--- config.mk ---
export PLATFORM = sky130hd
export DESIGN_NAME = level_duration_measure
export DESIGN_NICKNAME = d
export VERILOG_FILES = /design/src/core/level_duration_pkg.sv /design/src/core/level_duration_measure.sv /design/src/core/pin_input_sync.sv
export VERILOG_INCLUDE_DIRS = /design/src /design/src/core
export SDC_FILE = /design/constraint.sdc
export NUM_CORES = 1
export LEC_CHECK = 0
export ABC_AREA = 1
export ABC_CLOCK_PERIOD_IN_PS = 3900
export BUFFER_PORTS_ARGS = -buffer_cell sky130_fd_sc_hd__buf_2
export CORE_MARGIN = 5
export CORE_UTILIZATION = 40
export CTS_CLUSTER_SIZE = 12
export DETAILED_ROUTE_END_ITERATION = 6
export SKIP_CTS_REPAIR_TIMING = 1
export SLEW_MARGIN = 40
export SYNTH_ARGS = -nofsm -noshare
export SYNTH_HDL_FRONTEND = slang
export SYNTH_HIERARCHICAL = 1
export SYNTH_SLANG_ARGS = --single-unit
--- constraint.sdc ---
create_clock -name i_clk_sys -period 3.9 [get_ports i_clk_sys]
set_clock_uncertainty 0.1 [all_clocks]
set_input_delay 0.39 -clock i_clk_sys [delete_from_list [all_inputs] [get_ports i_clk_sys]]
set_output_delay 0.39 -clock i_clk_sys [all_outputs]
set_load 0.03 [all_outputs]
--- src/core/level_duration_defines.svh ---
`ifndef LEVEL_DURATION_DEFINES_SVH
`define LEVEL_DURATION_DEFINES_SVH

// ----------------------------------------------------------------------
// Timing
// ----------------------------------------------------------------------
`define CLK_PERIOD_PS        25000
// Count unit in picoseconds; 2 us variant, alternatives 800000 or 750000
`define UNIT_TIME_PS         2000000
`define UNIT_CYCLES          (`UNIT_TIME_PS / `CLK_PERIOD_PS)

// ----------------------------------------------------------------------
// Counter limits and results
// ----------------------------------------------------------------------
`define COUNT_MAX            16'hFFFF
`define RESULT_EARLY         16'h0001
`define RESULT_OVERFLOW      16'h0000
`define PIN_SEL_MAX          4'hF

`endif

--- src/core/level_duration_pkg.sv ---
package level_duration_pkg;

    // Start request bundle
    typedef struct packed {
        logic [3:0] pin_sel;
        logic       level;
    } measure_req_type;

    typedef enum logic [2:0] {
        ST_IDLE  = 3'b001,
        ST_COUNT = 3'b010,
        ST_DONE  = 3'b100
    } measure_state_type;

endpackage : level_duration_pkg

--- src/core/level_duration_measure.sv ---
// Behaviour
// - Pin selector 0 to 15 picks one of sixteen observed pins.
// - Starting switches selected pin to input, driver off, before counting.
// - Level bit names timed level; differing pin ends measurement, stores result.
// - Counter steps once per unit, stops at first unit pin mismatches.
// - Pin already differing at start gives result 1.
// - More than 65535 units at level ends with result 0.
// - Count unit fixed at design time from clock rate.
`timescale 1ns/100ps
`include "level_duration_defines.svh"

module level_duration_measure
    import level_duration_pkg::*;
(
    input  wire logic            i_clk_sys,
    input  wire logic            i_reset,
    input  wire logic            i_start,
    input  wire measure_req_type i_req,
    input  wire logic [15:0]     i_pin,
    input  wire logic [15:0]     i_drive_dir,
    output logic      [15:0]     o_pin_oe,
    output logic      [15:0]     o_result,
    output logic                 o_done,
    output logic                 o_busy
);

    localparam int UNIT_CYC = `UNIT_CYCLES;

    measure_state_type state_reg;
    measure_req_type   req_reg;
    logic [15:0]       pin_sync;
    logic [15:0]       count_reg;
    logic [15:0]       unit_div_reg;
    logic              unit_tick;
    logic              pin_match;

    // Pin sampling through the synchroniser
    pin_input_sync u_sync (
        .i_clk_sys    (i_clk_sys),
        .i_reset      (i_reset),
        .i_pin        (i_pin),
        .o_pin_stable (pin_sync)
    );

    // ------------------------------------------------------------------
    // Pin selection and level compare
    // ------------------------------------------------------------------
    // pin select mux
    assign pin_match = (pin_sync[req_reg.pin_sel] == req_reg.level);

    // ------------------------------------------------------------------
    // Unit divider
    // ------------------------------------------------------------------
    // fixed unit tick; restarts at start so first unit is full
    assign unit_tick = (unit_div_reg == 16'(UNIT_CYC - 1));

    always_ff @(posedge i_clk_sys or posedge i_reset) begin
        if (i_reset) begin
            unit_div_reg <= 16'h0000;
        end else if (state_reg != ST_COUNT || unit_tick) begin
            unit_div_reg <= 16'h0000;
        end else begin
            unit_div_reg <= unit_div_reg + 16'h0001;
        end
    end

    // ------------------------------------------------------------------
    // Sequencer
    // ------------------------------------------------------------------
    // starts ignored unless idle
    always_ff @(posedge i_clk_sys or posedge i_reset) begin
        if (i_reset) begin
            state_reg <= ST_IDLE;
            req_reg   <= '0;
            count_reg <= 16'h0000;
        end else begin
            case (state_reg)
                ST_IDLE: begin
                    if (i_start) begin
                        req_reg   <= i_req;
                        count_reg <= 16'h0000;
                        state_reg <= ST_COUNT;
                    end
                end
                ST_COUNT: begin
                    // count one per unit, check at unit end
                    if (unit_tick) begin
                        count_reg <= count_reg + 16'h0001;
                        if (!pin_match || count_reg == `COUNT_MAX) begin
                            state_reg <= ST_DONE;
                        end
                    end
                end
                ST_DONE: begin
                    state_reg <= ST_IDLE;
                end
                default: begin
                    state_reg <= ST_IDLE;
                end
            endcase
        end
    end

    // ------------------------------------------------------------------
    // Outputs
    // ------------------------------------------------------------------
    // selected pin driver released while busy
    always_ff @(posedge i_clk_sys or posedge i_reset) begin
        if (i_reset) begin
            o_pin_oe <= 16'h0000;
        end else if (state_reg == ST_IDLE && i_start) begin
            o_pin_oe <= i_drive_dir & ~(16'h0001 << i_req.pin_sel);
        end else if (state_reg == ST_IDLE) begin
            o_pin_oe <= i_drive_dir;
        end else begin
            o_pin_oe <= i_drive_dir & ~(16'h0001 << req_reg.pin_sel);
        end
    end

    // early mismatch yields 1 because count steps 0 to 1
    // wrap at max gives 0 naturally
    always_ff @(posedge i_clk_sys or posedge i_reset) begin
        if (i_reset) begin
            o_result <= 16'h0000;
            o_done   <= 1'b0;
            o_busy   <= 1'b0;
        end else begin
            o_done <= 1'b0;
            if (state_reg == ST_COUNT && unit_tick
                && (!pin_match || count_reg == `COUNT_MAX)) begin
                o_result <= count_reg + 16'h0001;
                o_done   <= 1'b1;
            end
            o_busy <= (state_reg == ST_IDLE) ? i_start
                    : (state_reg == ST_COUNT);
        end
    end

    // ------------------------------------------------------------------
    // Checks
    // ------------------------------------------------------------------
    chk_done_pulse: assert property (
        @(posedge i_clk_sys) disable iff (i_reset)
        o_done |=> !o_done)
        else $error("done longer than one clock");

    chk_result_stable: assert property (
        @(posedge i_clk_sys) disable iff (i_reset)
        !o_done |=> (o_done || $stable(o_result)))
        else $error("result changed without done");

    chk_pin_released: assert property (
        @(posedge i_clk_sys) disable iff (i_reset)
        (state_reg == ST_COUNT) |-> !o_pin_oe[req_reg.pin_sel])
        else $error("selected pin driven while counting");

    chk_busy_ignore: assert property (
        @(posedge i_clk_sys) disable iff (i_reset)
        (state_reg == ST_COUNT && i_start) |=> $stable(req_reg))
        else $error("start accepted while busy");

    chk_unit_period: assert property (
        @(posedge i_clk_sys) disable iff (i_reset)
        (state_reg == ST_COUNT && unit_tick) |=> !unit_tick[*8])
        else $error("unit tick too frequent");

    chk_early_one: assert property (
        @(posedge i_clk_sys) disable iff (i_reset)
        (state_reg == ST_COUNT && unit_tick && count_reg == 16'h0000
         && !pin_match) |=> (o_done && o_result == `RESULT_EARLY))
        else $error("early mismatch not one");

    chk_overflow_zero: assert property (
        @(posedge i_clk_sys) disable iff (i_reset)
        (state_reg == ST_COUNT && unit_tick && count_reg == `COUNT_MAX)
        |=> (o_done && o_result == `RESULT_OVERFLOW))
        else $error("overflow not zero");

    chk_stop_mismatch: assert property (
        @(posedge i_clk_sys) disable iff (i_reset)
        (state_reg == ST_COUNT && unit_tick && !pin_match)
        |=> (state_reg == ST_DONE && o_result == $past(count_reg) + 16'h0001))
        else $error("count did not stop on mismatch");

    chk_level_continue: assert property (
        @(posedge i_clk_sys) disable iff (i_reset)
        (state_reg == ST_COUNT && unit_tick && pin_match
         && count_reg != `COUNT_MAX) |=> state_reg == ST_COUNT)
        else $error("ended while pin at level");

    // An idle start must latch its request and raise busy at once
    chk_start_taken: assert property (
        @(posedge i_clk_sys) disable iff (i_reset)
        (state_reg == ST_IDLE && i_start)
        |=> (state_reg == ST_COUNT && o_busy && req_reg == $past(i_req)))
        else $error("idle start not taken");

    // The done cycle refuses starts and always returns to idle
    chk_done_refuse: assert property (
        @(posedge i_clk_sys) disable iff (i_reset)
        (state_reg == ST_DONE) |=> (state_reg == ST_IDLE && !o_busy))
        else $error("done state did not return to idle");

    // Between unit ends the count must not move
    chk_count_steady: assert property (
        @(posedge i_clk_sys) disable iff (i_reset)
        (state_reg == ST_COUNT && !unit_tick) |=> $stable(count_reg))
        else $error("count moved inside a unit");

    chk_busy_count: assert property (
        @(posedge i_clk_sys) disable iff (i_reset)
        (state_reg == ST_COUNT) |-> o_busy)
        else $error("busy low while counting");

    // Outside a measurement the caller owns every driver again
    chk_idle_follow: assert property (
        @(posedge i_clk_sys) disable iff (i_reset)
        (state_reg == ST_IDLE && !i_start)
        |=> (o_pin_oe == $past(i_drive_dir)))
        else $error("idle drivers not following caller");

endmodule : level_duration_measure

--- src/core/pin_input_sync.sv ---
`timescale 1ns/100ps

// Three-stage synchroniser on all sixteen pins; a change is accepted
// only once stages two and three agree.
module pin_input_sync (
    input  wire logic        i_clk_sys,
    input  wire logic        i_reset,
    input  wire logic [15:0] i_pin,
    output logic      [15:0] o_pin_stable
);

    logic [15:0] stage1_reg;
    logic [15:0] stage2_reg;
    logic [15:0] stage3_reg;

    // ------------------------------------------------------------------
    // Synchroniser chain
    // ------------------------------------------------------------------
    always_ff @(posedge i_clk_sys or posedge i_reset) begin
        if (i_reset) begin
            stage1_reg <= 16'h0000;
            stage2_reg <= 16'h0000;
            stage3_reg <= 16'h0000;
        end else begin
            stage1_reg <= i_pin;
            stage2_reg <= stage1_reg;
            stage3_reg <= stage2_reg;
        end
    end

    // Agreement filter; holds last value while the stages differ
    always_ff @(posedge i_clk_sys or posedge i_reset) begin
        if (i_reset) begin
            o_pin_stable <= 16'h0000;
        end else begin
            for (int i = 0; i < 16; i++) begin
                if (stage2_reg[i] == stage3_reg[i]) begin
                    o_pin_stable[i] <= stage3_reg[i];
                end
            end
        end
    end

endmodule : pin_input_sync

Word-level counts from Yosys, hierarchy flattened:

Cells that the tools add are included.

* register bits: 138
* bits in latches: 0
* memory bits (writable): 0
* memory bits (read-only): 0
* output and inout port bits: 34
* word-level logic and storage cells: 86
* memories: 0

* $add $sub $neg: 2
* $mul: 0
* divide/modulo/power cells: 0
* magnitude comparators: 1
* eq/ne operators: 25
* shift-type cells: 2
* mux-type cells: 14
* bitwise logic cells: 4
* reduce and logical (&&, ||, !) cells: 10

Operators with widths (number)
* 16-bit 2-to-1 mux: 5
* 16-bit by 1-bit adder with 16-bit output (second input constant): 2
* 16-bit AND: 2
* 16-bit inverter: 2
* 16-bit one-hot mux with 2 select lines: 1
* 1-bit by 4-bit << shifter with 16-bit output (first input constant): 2
* 1-bit equality test: 17
* 16-bit equality test (second input constant): 1
* 16-bit by 7-bit equality test with 1-bit output (second input constant): 1
* 3-bit 2-to-1 mux: 3
* 2-bit != test (second input constant): 3
* 3-bit one-hot mux with 2 select lines: 1
* 3-bit AND reduction: 2
* 4-bit by 5-bit less-than comparator with 1-bit output (second input constant): 1
* 1-bit binary-select mux with 4-bit select: 1
* 3-bit by 1-bit equality test with 1-bit output (second input constant): 1
* 3-bit by 2-bit equality test with 1-bit output (second input constant): 1
* 1-bit logical AND: 3
* 1-bit 2-to-1 mux: 3
* 3-bit by 2-bit != test with 1-bit output (second input constant): 1
* 1-bit logical OR: 2
* 2-bit AND reduction: 1
* 2-bit nonzero test: 1
* 1-bit logical NOT: 1

Longest topological paths before layout:

* word-level depth: 8
* mapped depth: 13
* mapped depth without buffers: 12

Hierarchy:

The synthesis kept the hierarchy.

Modules (own cells, without submodules)
* level_duration_measure: instances 1, cells each 445, area an instance 3629.7 um^2
* pin_input_sync: instances 1, cells each 129, area an instance 1865.5 um^2

Worst setup path after synthesis:

No wires, ideal clock.

* path type: flip-flop to flip-flop
* start point: reg count_reg[0]
* end point: reg o_result[0]
* setup time: 0.118 ns
* data arrival time: 1.596 ns
* required time: 3.682 ns
* slack: 2.087 ns
* cell stages (with the launch flop): 12
* buffers on the path: 1
* clock period less this slack: 1.813 ns
* path through: dfrtp_1 -> ha_1 -> nand3_2 -> nor3_4 -> nand2_2 -> nor2_4 -> nand4_4 -> nand3_4 -> nand2_4 -> buf_6 -> nand2_1 -> nand2_1

* word-level cells in the longest chain between the ends: 3

Ends and longest elaborated chain
* start: declaration: line level_duration_measure.sv:32 `logic [15:0] count_reg;`
* start signal: assignment: line level_duration_measure.sv:88 `count_reg <= count_reg + 16'h0001;`
* parallel branches: the longest is 3 deep, another holds 16-bit by 1-bit adder with 16-bit output
* end signal: assignment: line level_duration_measure.sv:131 `o_result <= count_reg + 16'h0001;`
* end: declaration: line level_duration_measure.sv:22 `output logic [15:0] o_result,`

Parallel ways; which one is timed is not known.
A chain may end at the register's enable or synchronous reset.

Final worst setup path:

* start point: reg unit_div_reg[0]
* end point: reg o_result[11]

* word-level cells in the longest chain between the ends: 3

Ends and longest elaborated chain
* start: declaration: line level_duration_measure.sv:33 `logic [15:0] unit_div_reg;`
* start signal: assignment: line level_duration_measure.sv:63 `unit_div_reg <= unit_div_reg + 16'h0001;`
* 16-bit by 7-bit equality test with 1-bit output: line level_duration_measure.sv:55 `assign unit_tick = (unit_div_reg == 16'(UNIT_CYC - 1));`
* 1-bit logical AND (2 in series): line level_duration_measure.sv:129 `if (state_reg == ST_COUNT && unit_tick`

Every way passes these cells.

==> metrics.md <==
| Metric | Value |
|---|---|
| R2R depth | `11` |
| Worst hold slack | `-0.04399 ns` |
| Reg power frac | `between 40% and 50%` |
| Crit-path cells | `ha_1 > nand2_1 > inv_2 > nand2_1 > nor3_1 > nand4_1 > clkinv_1 > buf_4 > nand2_4 > nand2_1 > nand2_1` |
| First-pass GRT wire length | `about 19000 microns` |
| Worst-margin pin slew | `0.6635 ns` |
| Area fraction in compound gates after synthesis | `6.648%` |
| Gr ovfl total | `0` |
| Critical path capture point type | `flip-flop` |
| Core region area | `0.01335 sq mm` |
| Register area | `0.003455 sq mm` |
| Critical path required time | `4.15 ns` |
| R2r setup slk | `1.49 ns` |
| Total Routing Usage GR | `14.74%` |
| Yosys warns | `6` |
| Pins Over Slew Limit | `0` |
| Final setup TNS | `0 ns` |
| Peak supply drop | `333.8 uV` |
| Initial DRC Count | `around 240` |
| Max Clk Rate | `415.0 MHz` |
| Worst path max stage delay | `0.45 ns` |
| Net Sw Frac | `approximately 28%` |
| First-pass iteration count of the detailed router | `4` |
| TritonCTS Buffers | `17` |
| Routed len/inst | `13.05 microns` |
| WL final | `11260 microns` |
| Final period util | `roughly 62%` |
| Reported max-cap violation count | `0` |
| Main combinational cell family by area after synthesis | `simple AND/OR/NAND/NOR gates` |
| Final Setup Violations | `0` |
| Syn Inst Count | `around 570` |
| Placer Congestion | `0.8962` |
| Site Rows | `42` |
| # diodes | `0` |
| Antenna Nets Post-Route | `0` |
| Final Hold Fails | `28` |
| Initial antenna violation count | `0` |
| Clk_lat worst skew | `0.41 ns` |
| Minimum clock period | `~2.4 ns` |
| Die area | `about 0.016 sq mm` |
| Synthesized cell area | `0.005495 sq mm` |
| Final nets | `716` |
| Pwr Total | `3897 uW` |
| Slowest library cell on the worst path | `clkinv_1` |
| CTS tree | `built` |
| Internal | `2794 uW` |
| HPWL after DPL | `8048 microns` |
| Syn_nets | `616` |
| Flops & latches, synth | `138` |
| Setup crit start kind | `flip-flop` |
| Multi-input combinational cell area | `0.001739 sq mm` |
| Status | `finished, violations left` |
| WS Path Type | `flip-flop to flip-flop` |
| Relative slew slack | `55.77%` |
| Ports | `74` |
| Synth Area in XOR/XNOR | `2.391%` |
| Clk slew on worst S/H paths | `roughly 0.060 ns` |
| Vias in the first global route | `4060` |
| Logic pwr share | `around 16%` |
| Mux contribution to synthesized area | `0%` |
| Yosys cell types | `33` |
| Clock power share | `42.7%` |
| Fillcell total | `1218` |
| HP Class | `input port to asynchronous set/reset pin` |
| Unrepaired setup endpoints after global routing | `no` |
| Syn Area/Cell | `9.574 sq um` |
| H-tree depth | `4` |
| Max FO, Critical Path | `18` |
| Area growth syn-to-layout | `24.18%` |
| Post-route DRC violation count | `0` |
| Pwr Density | `571.0 mW/mm^2` |
| Critical path arrival | `2.65 ns` |
| NetSw | `1103 uW` |
| Largest net degree at the start of global routing | `75` |
| Synth Area in Simple Gates | `between 20% and 30%` |
| # clock sinks | `roughly 140` |
| Launch point of the worst reg-to-reg path | `unit_div_reg[0]` |
| Leak | `around 0.0034 uW` |
| Crit path to | `o_result[11]` |
| Adder-Cell Fraction of Synth Area | `0.4554%` |
| Via count | `4088` |
| Port bufs | `73` |
| Failing checks | `hold timing` |
| Starting Density | `41.17%` |
| Clock buffer depth | `2` |
| Die Ht | `127.2 microns` |
| Share of cells above drive strength 1 | `17.18%` |
| Die Width | `127.2 microns` |
| Root Driver | `clkbuf_16` |
| Worst Setup SP | `unit_div_reg[0]` |
| Sequential cell area fraction in the yosys report | `62.86%` |
| End of the worst register-to-register path | `o_result[11]` |
| Cell repeated most along the worst path | `nand2_1` |
| Vias per Instance | `4.737` |
kinds of logic (layout without fill, tap and decap cells):
kind of cell    Yosys count  in the layout
buf+inv                  75            188
xor+xnor                 15             15
simple gates            274            274
fa+ha+maj                 2              2
compound gates           70             70
flops                   138            138
power by group through the flow:
| stage | Clock [uW] | Combinational, uW | Sequential [uW] |
|---|---|---|---|
| 2_1_floorplan | 0 | 411 | 1670 |
| 3_3_place_gp | 0 | 586 | 1650 |
| 3_5_place_dp | 0 | 597 | 1660 |
| 4_1_cts | 1700 | 598 | 1630 |
| 5_1_grt | 1770 | 683 | 1650 |
| 6_report | 1660 | 603 | 1630 |
synthesized netlist by cell type, drive strengths merged:
cell | number | area, sq um
ha | 2 | 25.02
dfstp | 1 | 26.28
o21ai | 32 | 160.1
inv | 62 | 232.7
nor3 | 26 | 141.4
dfrtp | 137 | 3428
nor4 | 6 | 37.54
buf | 9 | 53.80
clkinv | 2 | 7.510
nand3 | 39 | 212.7
o22ai | 2 | 12.51
a21oi | 27 | 135.1
nor2 | 47 | 183.9
xor2 | 14 | 122.6
nand2 | 145 | 554.3
nand4 | 7 | 58.81
xnor2 | 1 | 8.760
or2 | 1 | 6.260
o21bai | 1 | 7.510
a31oi | 8 | 50.05
nor3b | 3 | 22.52
clkbuf | 2 | 7.510
area by class of cell:
type	instances	area share (%)
tap	176	3.227
sequential	138	50.62
inverter	64	3.520
clock inverter	12	2.512
clock buffer	20	6.546
timing repair buffer	92	8.086
multi-input combinational	361	25.49
worst max-delay path: cells and delay by family (launching register included):
kind	cells	cell delay [ns]
and+or+nand+nor	7	0.77
buffers and inverters	3	0.85
DFF	1	0.40
adders and majority gates	1	0.22
worst min path at each step:
stage / from / endpoint / slack, ns
final: i_reset / u_sync/o_pin_stable[15] / -0.04
after CTS: i_reset / u_sync/o_pin_stable[15] / -0.04
after floorplan: u_sync/stage1_reg[0] / u_sync/stage2_reg[0] / 0.23
after detailed placement: u_sync/stage1_reg[5] / u_sync/stage2_reg[5] / 0.23
after global placement: u_sync/stage1_reg[7] / u_sync/stage2_reg[7] / 0.23
after global routing: i_reset / u_sync/o_pin_stable[15] / 0.006
layout by cell type (no fill, tap or decap), types with 2 or more instances in the layout:
cell | Yosys | routed
nor3b_1 | 3 | 3
clkinv_2 | 0 | 4
ha_1 | 2 | 2
nand4_1 | 6 | 6
nand3_1 | 37 | 37
o21ai_0 | 29 | 29
clkbuf_16 | 0 | 17
o22ai_1 | 2 | 2
dlygate4sd3_1 | 0 | 16
nor3_1 | 25 | 25
clkinv_1 | 2 | 2
clkinvlp_4 | 0 | 3
nand2_1 | 143 | 143
nor4_1 | 6 | 6
inv_2 | 1 | 3
inv_1 | 61 | 59
xor2_1 | 14 | 14
nor2_1 | 46 | 46
bufinv_16 | 0 | 4
buf_2 | 7 | 73
dfrtp_1 | 137 | 137
clkbuf_1 | 2 | 2
o21ai_1 | 3 | 3
a21oi_1 | 27 | 27
a31oi_1 | 8 | 8
buf_4 | 1 | 2
per-layer routing:
layer	wire length, microns	global-route usage (%)
met2	5471	23.69
met3	484	4.716
met1	5130	18.72
met4	176	5.552
met5	0	0
through the flow:
stage	std cells	hold slack, ns	worst slack, ns	cell area, sq um	util, %
after floorplan	574	0.2312	1.530	5495	-
after global placement	815	0.2325	1.569	6042	45.27
after detailed placement	815	0.2347	1.487	6046	45.29
after CTS	847	-0.04070	1.462	6664	49.93
after global routing	863	0.006229	1.206	6824	51.12
final	863	-0.04399	1.491	6824	51.12
Note: power is estimated with default switching activity, not from simulation.
